`config.mk`:
```
export PLATFORM = sky130hd
export DESIGN_NAME = advanced_timer
export DESIGN_NICKNAME = d
export VERILOG_FILES = /design/src/rtl/advanced_timer_pkg.sv /design/src/rtl/advanced_timer.sv
export SDC_FILE = /design/constraint.sdc
export NUM_CORES = 1
export LEC_CHECK = 0
export ABC_AREA = 1
export BUFFER_PORTS_ARGS = -buffer_cell sky130_fd_sc_hd__buf_2
export CAP_MARGIN = 20
export CORE_UTILIZATION = 40
export DETAILED_ROUTE_END_ITERATION = 10
export MAX_ROUTING_LAYER = met4
export SETUP_SLACK_MARGIN = 0.02
export SYNTH_ARGS = -nofsm -noshare
export SYNTH_HDL_FRONTEND = slang
export SYNTH_SLANG_ARGS = --single-unit
```
`constraint.sdc`:
```
create_clock -name mclk -period 2.2 [get_ports mclk]
set_input_delay 0 -clock mclk [delete_from_list [all_inputs] [get_ports mclk]]
set_output_delay 0 -clock mclk [all_outputs]
set_load 0.01 [all_outputs]
```
`src/rtl/advanced_timer_pkg.sv`:
```
// Package of the advanced timer time base: register offsets, field layouts,
// reset values and the packed carriers shared by the design.
// Assumes a 32-bit AHB-Lite bus with one register per aligned word.
package advanced_timer_pkg;

    // ------------------------------------------------------------------
    // Register offsets (byte addresses)
    // ------------------------------------------------------------------
    localparam logic [7:0] OFS_TIMER_CONTROL = 8'h00;
    localparam logic [7:0] OFS_AUTO_RELOAD = 8'h04;
    localparam logic [7:0] OFS_REPEAT_COUNT = 8'h08;
    localparam logic [7:0] OFS_MAIN_COUNTER = 8'h0C;
    localparam logic [7:0] OFS_IRQ_STATUS = 8'h10;
    localparam logic [7:0] OFS_IRQ_CLEAR = 8'h14;
    localparam logic [7:0] OFS_COMPARE = 8'h18;

    // ------------------------------------------------------------------
    // Field widths and positions
    // ------------------------------------------------------------------
    localparam int PSC_W = 8;
    localparam int REP_W = 8;
    localparam int CTRL_W = 19;
    localparam int REP_REG_W = 10;
    localparam int SW_UPDATE_BIT = 19;
    localparam int FLAG_TOP_BIT = 0;
    localparam int FLAG_BOTTOM_BIT = 1;
    localparam int FLAG_UPDATE_BIT = 2;

    // ------------------------------------------------------------------
    // Reset values
    // ------------------------------------------------------------------
    localparam logic [15:0] AUTO_RELOAD_RST = 16'hFFFF;
    localparam logic [15:0] COMPARE_RST = 16'h0000;
    localparam logic [31:0] IRQ_CLEAR_READ = 32'h0000_0007;

    // Timer control register, top bit downward.
    typedef struct packed {
        logic [PSC_W-1:0] prescaleSetting;
        logic compareBufferEnable;
        logic triggerFallingEdge;
        logic bottomWrapIrqEnable;
        logic topWrapIrqEnable;
        logic updateIrqEnable;
        logic tickSourceChoice;
        logic updateSourceSelect;
        logic reloadBufferEnable;
        logic centerMode;
        logic countHeading;
        logic timerEnable;
    } timer_ctrl_s;

    localparam timer_ctrl_s CTRL_RST = '0;

    // Repeat count register, top bit downward.
    typedef struct packed {
        logic bottomRepeatInhibit;
        logic topRepeatInhibit;
        logic [REP_W-1:0] repeatCountValue;
    } repeat_cfg_s;

    localparam repeat_cfg_s REPEAT_RST = '0;

endpackage : advanced_timer_pkg

```
`src/rtl/advanced_timer.sv`:
```
// Time base of the advanced timer: prescaler, main counter, repetition
// counter, update events and wrap flags behind an AHB-Lite slave.
// Assumes one AHB-Lite master on mclk; the external trigger is asynchronous,
// the slave-mode reset comes from logic on mclk.
`timescale 1ns/1ps

module advanced_timer
    import advanced_timer_pkg::*;
#(
    parameter int CNT_W = 16
) (
    input wire logic mclk,
    input wire logic rst_n,
    input wire logic hsel,
    input wire logic [31:0] haddr,
    input wire logic [1:0] htrans,
    input wire logic hwrite,
    input wire logic [2:0] hsize,
    input wire logic [31:0] hwdata,
    input wire logic hready,
    output logic [31:0] hrdata,
    output logic hreadyout,
    output logic hresp,
    input wire logic externalTriggerInput,
    input wire logic slaveModeReset,
    output logic updateEvent,
    output logic topReachedPulse,
    output logic bottomReachedPulse,
    output logic irqRequest,
    output logic [CNT_W-1:0] mainCounter,
    output logic countingDown,
    output logic [CNT_W-1:0] compareActive
);

    // ------------------------------------------------------------------
    // Elaboration check
    // ------------------------------------------------------------------
    generate
        if (CNT_W < 2 || CNT_W > 16) begin : g_bad_width
            $error("CNT_W must lie between 2 and 16");
        end
    endgenerate

    // ------------------------------------------------------------------
    // Bus slave
    // ------------------------------------------------------------------
    // Zero wait states: reads are sampled in the address phase, so a read
    // right behind a write to the same register returns the older value.
    logic wrPend_q;
    logic [7:0] wrAddr_q;
    logic [31:0] rdWord;
    timer_ctrl_s ctrl_q;
    timer_ctrl_s ctrl_d;
    repeat_cfg_s repCfg_q;
    logic swUpdateReq_q;
    logic [CNT_W-1:0] arrPend_q;
    logic [CNT_W-1:0] arrAct_q;
    logic [CNT_W-1:0] arrAct_d;
    logic [CNT_W-1:0] ccrPend_q;
    logic [CNT_W-1:0] ccrAct_q;
    logic [CNT_W-1:0] ccrAct_d;
    logic [CNT_W-1:0] cnt_q;
    logic [CNT_W-1:0] cnt_d;
    logic [REP_W-1:0] repCnt_q;
    logic [REP_W-1:0] repCnt_d;
    logic [PSC_W-1:0] presc_q;
    logic [PSC_W-1:0] presc_d;
    logic topFlag_q;
    logic bottomFlag_q;
    logic updFlag_q;

    wire addrPhase = hsel & hready & htrans[1];
    wire [7:0] rdAddr = haddr[7:0];
    wire [CNT_W-1:0] wrVal = hwdata[CNT_W-1:0];
    wire wrCtrl = wrPend_q & (wrAddr_q == OFS_TIMER_CONTROL);
    wire wrArr = wrPend_q & (wrAddr_q == OFS_AUTO_RELOAD);
    wire wrRep = wrPend_q & (wrAddr_q == OFS_REPEAT_COUNT);
    wire wrClr = wrPend_q & (wrAddr_q == OFS_IRQ_CLEAR);
    wire wrCcr = wrPend_q & (wrAddr_q == OFS_COMPARE);

    always_comb begin
        case (rdAddr)
            OFS_TIMER_CONTROL: rdWord = 32'({swUpdateReq_q, ctrl_q});
            OFS_AUTO_RELOAD: rdWord = 32'(arrPend_q);
            OFS_REPEAT_COUNT: rdWord = 32'(repCfg_q);
            OFS_MAIN_COUNTER: rdWord = 32'(cnt_q);
            OFS_IRQ_STATUS: rdWord = 32'({updFlag_q, bottomFlag_q, topFlag_q});
            OFS_IRQ_CLEAR: rdWord = IRQ_CLEAR_READ;
            OFS_COMPARE: rdWord = 32'(ccrPend_q);
            default: rdWord = 32'h0000_0000;
        endcase
    end

    always_ff @(posedge mclk or negedge rst_n) begin
        if (!rst_n) begin
            wrPend_q <= 1'b0;
            wrAddr_q <= 8'h00;
            hrdata <= 32'h0000_0000;
        end else begin
            wrPend_q <= addrPhase & hwrite;
            wrAddr_q <= rdAddr;
            hrdata <= (addrPhase & ~hwrite) ? rdWord : 32'h0000_0000;
        end
    end

    always_ff @(posedge mclk or negedge rst_n) begin
        if (!rst_n) begin
            hreadyout <= 1'b0;
            hresp <= 1'b0;
        end else begin
            hreadyout <= 1'b1;
            hresp <= 1'b0;
        end
    end

    // ------------------------------------------------------------------
    // Tick generation
    // ------------------------------------------------------------------
    logic trigMeta_q;
    logic trigSync_q;
    logic trigPrev_q;
    logic enPrev_q;

    wire running = ctrl_q.timerEnable;
    wire startNow = running & ~enPrev_q;
    wire trigRise = trigSync_q & ~trigPrev_q;
    wire trigFall = ~trigSync_q & trigPrev_q;
    wire trigTick = ctrl_q.triggerFallingEdge ? trigFall : trigRise;
    wire prescHit = presc_q == ctrl_q.prescaleSetting;
    wire tick = running & (ctrl_q.tickSourceChoice ? trigTick : prescHit);

    always_ff @(posedge mclk or negedge rst_n) begin
        if (!rst_n) begin
            trigMeta_q <= 1'b0;
            trigSync_q <= 1'b0;
            trigPrev_q <= 1'b0;
            enPrev_q <= 1'b0;
        end else begin
            trigMeta_q <= externalTriggerInput;
            trigSync_q <= trigMeta_q;
            trigPrev_q <= trigSync_q;
            enPrev_q <= running;
        end
    end

    // ------------------------------------------------------------------
    // Wrap and update detection
    // ------------------------------------------------------------------
    wire goingUp = ~ctrl_q.countHeading;
    wire center = ctrl_q.centerMode;
    wire atTop = cnt_q == arrAct_q;
    wire atBottom = cnt_q == '0;
    wire topWrap = tick & goingUp & atTop;
    wire bottomWrap = tick & ~goingUp & atBottom;
    wire wrap = topWrap | bottomWrap;
    wire repInUse = repCfg_q.repeatCountValue != '0;
    wire inhibit = topWrap ? repCfg_q.topRepeatInhibit
                           : repCfg_q.bottomRepeatInhibit;
    wire repCounts = wrap & ~inhibit;
    // The update falls on the counted wrap that finds the repetition counter
    // at one and reloads it, so a repeat count of N gives one update every N wraps.
    // A counter already at zero, for instance after the repeat count was
    // written while running, still updates on its next counted wrap.
    // An inhibited wrap neither counts nor updates while repeats are in use.
    wire repLast = repCnt_q <= REP_W'(1);
    wire counterUev = wrap & (repInUse ? (repCounts & repLast)
                                       : 1'b1);
    wire forcedReq = swUpdateReq_q | slaveModeReset;
    wire forcedUev = forcedReq & ~ctrl_q.updateSourceSelect;
    wire uevNow = counterUev | forcedUev;
    wire arrXfer = uevNow & ctrl_q.reloadBufferEnable;
    wire [CNT_W-1:0] arrNew = arrXfer ? arrPend_q : arrAct_q;

    // ------------------------------------------------------------------
    // Prescaler and repetition counter
    // ------------------------------------------------------------------
    // The prescaler restarts on every update and on start, so the first
    // tick after either comes a full division period later.
    // The setting itself is never touched by hardware.
    always_comb begin
        if (!running || uevNow || startNow || prescHit) begin
            presc_d = '0;
        end else begin
            presc_d = presc_q + 1'b1;
        end
    end

    always_comb begin
        repCnt_d = repCnt_q;
        if (startNow || uevNow) begin
            repCnt_d = repCfg_q.repeatCountValue;
        end else if (repCounts && repCnt_q != '0) begin
            repCnt_d = repCnt_q - 1'b1;
        end
    end

    // ------------------------------------------------------------------
    // Main counter
    // ------------------------------------------------------------------
    // A limitation: in edge up mode a count already above the reload value
    // runs on to the top of the counter before it wraps to zero.
    // Software should issue an update first when it shrinks the reload
    // value of a stopped timer.
    // A software update while stopped still resets the count outside center mode, which gives
    // software a clean way to park the counter.
    always_comb begin
        cnt_d = cnt_q;
        if (startNow && !center && ctrl_q.countHeading) begin
            cnt_d = arrNew;
        end else if (forcedUev && !center) begin
            cnt_d = goingUp ? '0 : arrNew;
        end else if (topWrap) begin
            cnt_d = !center ? '0 : (atBottom ? cnt_q : cnt_q - 1'b1);
        end else if (bottomWrap) begin
            cnt_d = !center ? arrNew : (atTop ? cnt_q : cnt_q + 1'b1);
        end else if (tick) begin
            cnt_d = goingUp ? cnt_q + 1'b1 : cnt_q - 1'b1;
        end
    end

    // ------------------------------------------------------------------
    // Control register and counting direction
    // ------------------------------------------------------------------
    // The heading bit has two writers, software and the center mode logic.
    // Software wins outside center mode; a write that enters center mode
    // clears the bit to count up, and in center mode the hardware direction is
    // kept on a control write, so only a software update that the write requests reverses a running sweep.
    timer_ctrl_s ctrlWr;
    logic hwHeading;

    assign ctrlWr = timer_ctrl_s'(hwdata[CTRL_W-1:0]);

    always_comb begin
        hwHeading = ctrl_q.countHeading;
        if (center && topWrap) begin
            hwHeading = 1'b1;
        end else if (center && bottomWrap) begin
            hwHeading = 1'b0;
        end else if (center && forcedUev) begin
            hwHeading = ~ctrl_q.countHeading;
        end
        ctrl_d = ctrl_q;
        ctrl_d.countHeading = hwHeading;
        if (wrCtrl) begin
            ctrl_d = ctrlWr;
            if (ctrlWr.centerMode && !center) begin
                ctrl_d.countHeading = 1'b0;
            end else if (ctrlWr.centerMode) begin
                ctrl_d.countHeading = hwHeading;
            end
        end
    end

    // ------------------------------------------------------------------
    // Reload and compare shadows
    // ------------------------------------------------------------------
    // A bus write outranks a simultaneous update transfer, so the value just
    // written is never overwritten by an older pending one.
    wire arrDirect = ~running | ~ctrl_q.reloadBufferEnable;
    wire ccrDirect = ~running | ~ctrl_q.compareBufferEnable;
    assign arrAct_d = (wrArr & arrDirect) ? wrVal
                    : arrXfer ? arrPend_q : arrAct_q;
    assign ccrAct_d = (wrCcr & ccrDirect) ? wrVal
                    : (uevNow & ctrl_q.compareBufferEnable) ? ccrPend_q
                    : ccrAct_q;

    // ------------------------------------------------------------------
    // Flags, with a set winning over a clear in the same cycle
    // ------------------------------------------------------------------
    wire clrTop = wrClr & ~hwdata[FLAG_TOP_BIT];
    wire clrBottom = wrClr & ~hwdata[FLAG_BOTTOM_BIT];
    wire clrUpd = wrClr & ~hwdata[FLAG_UPDATE_BIT];
    wire topFlag_d = topWrap | (topFlag_q & ~clrTop);
    wire bottomFlag_d = bottomWrap | (bottomFlag_q & ~clrBottom);
    wire updFlag_d = uevNow | (updFlag_q & ~clrUpd);
    // The request follows the next flag and enable values, so it drops in
    // the same cycle as a clear or a disable becomes visible.
    wire irq_d = (updFlag_d & ctrl_d.updateIrqEnable)
               | (topFlag_d & ctrl_d.topWrapIrqEnable)
               | (bottomFlag_d & ctrl_d.bottomWrapIrqEnable);

    // ------------------------------------------------------------------
    // State registers
    // ------------------------------------------------------------------
    always_ff @(posedge mclk or negedge rst_n) begin
        if (!rst_n) begin
            ctrl_q <= CTRL_RST;
            repCfg_q <= REPEAT_RST;
            swUpdateReq_q <= 1'b0;
            arrPend_q <= AUTO_RELOAD_RST[CNT_W-1:0];
            arrAct_q <= AUTO_RELOAD_RST[CNT_W-1:0];
            ccrPend_q <= COMPARE_RST[CNT_W-1:0];
            ccrAct_q <= COMPARE_RST[CNT_W-1:0];
        end else begin
            ctrl_q <= ctrl_d;
            repCfg_q <= wrRep ? repeat_cfg_s'(hwdata[REP_REG_W-1:0]) : repCfg_q;
            swUpdateReq_q <= wrCtrl & hwdata[SW_UPDATE_BIT];
            arrPend_q <= wrArr ? wrVal : arrPend_q;
            arrAct_q <= arrAct_d;
            ccrPend_q <= wrCcr ? wrVal : ccrPend_q;
            ccrAct_q <= ccrAct_d;
        end
    end

    always_ff @(posedge mclk or negedge rst_n) begin
        if (!rst_n) begin
            cnt_q <= '0;
            repCnt_q <= '0;
            presc_q <= '0;
            topFlag_q <= 1'b0;
            bottomFlag_q <= 1'b0;
            updFlag_q <= 1'b0;
        end else begin
            cnt_q <= cnt_d;
            repCnt_q <= repCnt_d;
            presc_q <= presc_d;
            topFlag_q <= topFlag_d;
            bottomFlag_q <= bottomFlag_d;
            updFlag_q <= updFlag_d;
        end
    end

    // ------------------------------------------------------------------
    // Registered outputs
    // ------------------------------------------------------------------
    always_ff @(posedge mclk or negedge rst_n) begin
        if (!rst_n) begin
            updateEvent <= 1'b0;
            topReachedPulse <= 1'b0;
            bottomReachedPulse <= 1'b0;
            irqRequest <= 1'b0;
            mainCounter <= '0;
            countingDown <= 1'b0;
            compareActive <= COMPARE_RST[CNT_W-1:0];
        end else begin
            updateEvent <= uevNow;
            topReachedPulse <= topWrap;
            bottomReachedPulse <= bottomWrap;
            irqRequest <= irq_d;
            mainCounter <= cnt_d;
            countingDown <= ctrl_d.countHeading;
            compareActive <= ccrAct_d;
        end
    end

endmodule : advanced_timer

```
; ---- After elaboration in Yosys (flattened, before gate mapping)
; Index checks and enable logic that the tools add are counted.
[op_classes]
add_sub_neg = 4
n_lt_le_gt_ge = 1
n_eq_ne = 14
mux = 30
n_bitwise = 61
n_reduce_logical = 23
[op_table]
columns = operator, n
row1 = 2-to-1 mux 16 bit, 15
row2 = one-hot mux 20 bit (7 select lines), 1
row3 = "equality test 8 x 5 -> 1 bit, second input constant", 5
row4 = AND 1 bit, 35
row5 = 2-to-1 mux 32 bit, 1
row6 = "equality test 8 x 4 -> 1 bit, second input constant", 3
row7 = 2-to-1 mux 8 bit, 3
row8 = "adder 16 x 1 -> 16 bit, second input constant", 1
row9 = equality test 16 bit, 1
row10 = "equality test 8 x 3 -> 1 bit, second input constant", 2
row11 = zero test 16 bit, 1
row12 = zero test 8 bit, 2
row13 = inverter 1 bit, 16
row14 = nonzero test 8 bit, 2
row15 = "subtractor 16 x 1 -> 16 bit, second input constant", 1
row16 = OR 1 bit, 10
row17 = 2-to-1 mux 1 bit, 9
row18 = 2-to-1 mux 9 bit, 1
row19 = "adder 8 x 1 -> 8 bit, second input constant", 1
row20 = equality test 8 bit, 1
row21 = "<= comparator 8 x 1 -> 1 bit, second input constant", 1
row22 = logical AND 1 bit, 8
row23 = "subtractor 8 x 1 -> 8 bit, second input constant", 1
row24 = "!= test 6 x 4 -> 1 bit, second input constant", 1
row25 = other kinds (6), 11
[word_totals]
regBits = 179
inputBits = 76
output_inout_bits = 71

; ---- Depth between registers and ports, before layout
[logic_depth]
depth_word = 21
depth_mapped = 23
depth_no_buf = 21

; ---- Worst setup path before layout
; No wires, ideal clock.
[synth_timing]
kind = reg-to-reg
startpoint = register, netlist name mainCounter[1]
endpoint = register mainCounter[4]
t_arrival_ns = 2.200
path_slack_ns = -0.117
path_stages_with_launch = 20
synth_period_minus_slack_ns = 2.317
cell_sequence = dfrtp_1 -> inv_1 -> ha_1 -> nand3_1 -> nor2_1 -> nand3_1 -> nor2_1 -> nand4_1 -> nand2_2 -> nand2_1 -> nand2_1 -> nand2_2 -> nand2_4 -> nand2_4 -> buf_6 -> or2_1 -> nand3_1 -> nand3_1 -> o21ai_1 -> inv_1
[synth_lines]
columns = item, line_no
row1 = "end signal, assigned", advanced_timer.sv:340  ; mainCounter <= cnt_d;
row2 = "end, declared", advanced_timer.sv:30  ; output logic [CNT_W-1:0] mainCounter,

==> flow_metrics.env <==
export IMPL_yosys_area_top_type_share_pct=37.68
export IMPL_crit_chain="inv_2, nand2_4, buf_4, nor2_1, nand3_1, nor2_2, nand4_1, nand2_2, nand2_1, nand2_1, nand2_2, nand2_8, nand2_8, or2_4, nand3_2, nand3_2, o21ai_1, inv_1"
export IMPL_routed_wl_um=30890
export IMPL_worst_ep_required_time_ps=2510
export IMPL_synth_area_per_cell_um2=7.892
export IMPL_routedWlPerCell_um=17.65
export IMPL_violations="setup timing"
export IMPL_worst_pin_slew_ps=707.1
export IMPL_grt_overflow=0
export IMPL_die_area_um2=23010
export IMPL_ys_seq_elements=167
export IMPL_critical_path_startpoint_type="register"
export IMPL_clockBufferDepth=2
export IMPL_drt_iter0_markers=750
export IMPL_grt_pass1_wl_um=46470
export IMPL_cts_tree="done"
export IMPL_synth_warnings=0
export IMPL_ant_nets=0
export IMPL_ir_drop_v=0.0004922
export IMPL_placed_cell_area_um2=11060
export IMPL_max_stage_delay_ps=400
export IMPL_dp_cells=1656
export IMPL_layout_cells_non_filler=1750
export IMPL_finalClockSkew_ps=11.28
export IMPL_clk_insertion_delay_late_ps=430
export IMPL_drv_slew=0
export IMPL_fin_crit_ps=2558
export IMPL_numPortBuffers=93
export IMPL_synthToLayoutAreaGrowth_pct=44.65
export IMPL_status="finished, violations left"
export IMPL_max_slew_margin_pct=52.86
export IMPL_die_h_um=151.7
export IMPL_htreeDepth=4
export IMPL_fp_dieW_um=151.7
export IMPL_fin_area_um2=12970
export IMPL_final_setup_worst_slack_ps=-358.0
export IMPL_dr_max_layer_used="met4"
export IMPL_cts_made_buffers=17
export IMPL_drc=0
export IMPL_cp_slowest_cell="dfrtp_1"
export IMPL_hold_viol=0
export IMPL_grt_max_degree=61
export IMPL_dr_wl_met2_um=14620
export IMPL_grt_pass1_vias=8466
export IMPL_synthesis_area_um2=8965
export IMPL_rsz0062_at_grt="yes"
export IMPL_end_kind="register"
export IMPL_initial_core_util_pct=40.95
export IMPL_finalCritPeriodShare_pct=116.3
export IMPL_fmax_mhz=390.9
export IMPL_setup_violations=64
export IMPL_powerDensity_nw_per_um2=794.5
export IMPL_synthTopCellsByArea="dfrtp_1 (38%), nand2_1 (12%), dfstp_2 (9.4%)"
export IMPL_firstDrtPassIters=5
export IMPL_nets=1539
export IMPL_wl_met1_um=13670
export IMPL_place_congestion=0.9470
export IMPL_netlist_top_cell_by_area="dfrtp_1"
export IMPL_track_usage_pct=27.99
export IMPL_path_clk_slew_ps=70
export IMPL_cts_root_buffer="clkbuf_16"
export IMPL_antennaDiodeCount=0
export IMPL_core_um2=21890
export IMPL_ios=147
export IMPL_critPathMaxFanout=7
export IMPL_hpwl_um=22130
export IMPL_cp_data_arrival_time_ps=2870
export IMPL_drive_above_1_share_pct=37.62
export IMPL_postSynthCellCount=1136
export IMPL_vias=9169
export IMPL_setup_tns_ps=-15590
export IMPL_finalPower_w=0.01030
export IMPL_wl_met3_um=1848
export IMPL_yosysUniqueCellTypes=53
export IMPL_viasPerCell=5.239
export IMPL_whs_ps=27.77
export IMPL_antenna_found_initial=0
export IMPL_p_leak_nw=6.407
export IMPL_path_class="register to register"
export IMPL_row_count=54
export IMPL_hold_path_class="input pin to register"
export IMPL_yosysSeqAreaShare_pct=47.06
export IMPL_cap_violations=0
export IMPL_clkSinkCount=167
-- final timing paths --
| path | slack (ps) | to | from | depth (start not counted) |
|---|---|---|---|---|
| worst max-delay path | -360 | mainCounter[7] | mainCounter[9] | 18 |
| worst min-delay path | 30 | updFlag_q | slaveModeReset | 4 |
| worst max register to register | -360 | mainCounter[7] | mainCounter[9] | 18 |
| worst min register to register | 350 | trigSync_q | trigMeta_q | 0 |
| max in group asynchronous | 1270 | arrPend_q[5] | rst_n | 3 |
| min in group asynchronous | 140 | mainCounter[5] | rst_n | 2 |
-- synthesized netlist by cell type, drive strengths merged --
library cell and count:
dfstp 32, o21a 3, a31oi 6, o211ai 5, nand4 12, a2111oi 1
a32o 1, nand2 302, a22oi 7, o221ai 17, and2 1, a41oi 1
conb 2, xor2 26, a221oi 11, clkbuf 26, ha 6, nand3 66
buf 26, mux2i 3, or2 16, o311ai 2, o2bb2ai 1, a21oi 39
o21ai 121, o2111ai 1, inv 133, a22o 1, dfrtp 135, o22ai 6
xnor2 6, nor2 96, a311oi 1, a211oi 2, nor4 7, nor3b 2
nor3 13
-- flip-flops by register name, indices dropped and copies added (netlist names), 8 cells and up --
register       flops
hrdata            20
arrAct_q          16
arrPend_q         16
ccrPend_q         16
compareActive     16
ctrl_q            16
mainCounter       16
repCfg_q          10
presc_q            8
repCnt_q           8
wrAddr_q           8
-- placed cells by master, fill, tap and decap left out, types with 8 or more instances in the layout --
cell type,synthesis,final
dlygate4sd3_1,0,32
nand2_4,2,21
conb_1,2,14
nand2_2,3,25
inv_2,12,19
o21ai_0,108,96
buf_4,18,191
dfrtp_1,135,130
nor3_1,12,8
clkbuf_16,0,18
nor2_1,93,77
o221ai_2,0,15
nand3_2,1,21
nand3_1,65,43
inv_1,121,108
nor2_2,1,13
nand2_1,297,254
a21oi_1,38,31
xor2_1,26,26
a221oi_1,11,11
buf_6,2,14
dfstp_2,32,32
o21ai_2,0,8
buf_2,5,92
o21ai_1,13,16
nand4_1,12,12
-- where the power goes --
group | internal, W | switching (W) | leakage, nW
Clock | 0.00163 | 0.00136 | 0.280
Combinational | 0.00175 | 0.00186 | 4.34
Sequential | 0.00338 | 0.000326 | 1.79
Total | 0.00676 | 0.00354 | 6.41
-- worst max-delay path, delay by kind of cell, from the launching register on --
family          cells  cell delay, ps
simple gates       14            1630
flops               1             400
compound gates      1              90
buf+inv             3             310
-- layout make-up --
class                   instances  area [µm²]
clock inverters                13       136.4
clock buffers                  19       442.9
multi-input cells             799        4732
inverters                     133       520.5
fillers                      1948        8924
repair buffers                338        2552
well taps                     280       350.3
flip-flops and latches        167        4225
repair inverters                1       7.507
-- cell families after synthesis --
| family | synth area share, % |
|---|---|
| compound gates | 15.28 |
| xor+xnor | 3.126 |
| fa+ha+maj | 0.8374 |
| buf+inv | 8.848 |
| flops | 47.06 |
| mux | 0.3350 |
| other cells | 0.08377 |
| simple gates | 24.42 |
-- stage by stage --
step,worst slack [ps],utilization (%)
floorplan,-56.12,-
global placement,-430.5,50.51
global route,-502.7,59.24
finish,-358.0,59.24
detailed placement,-489.5,50.51
CTS,-301.3,56.08
-- timing repair --
action / CTS / global route
buffers inserted: 7 / 18
cloned: 3 / 2
gates resized for setup: 75 / 134
pin swaps: 13 / 35
hold buffers: 32 / 0
endpoints found under the hold margin: 138 / 0
setup endpoints to repair: 64 / 67
-- layer usage --
metal  up-vias  global-route usage (%)
met4         0                   10.30
li1       4367                       -
met1      4455                   37.62
met3        52                   4.281
met2       295                   42.75
met5         -                       -
Note: power is estimated with default switching activity, not from simulation.
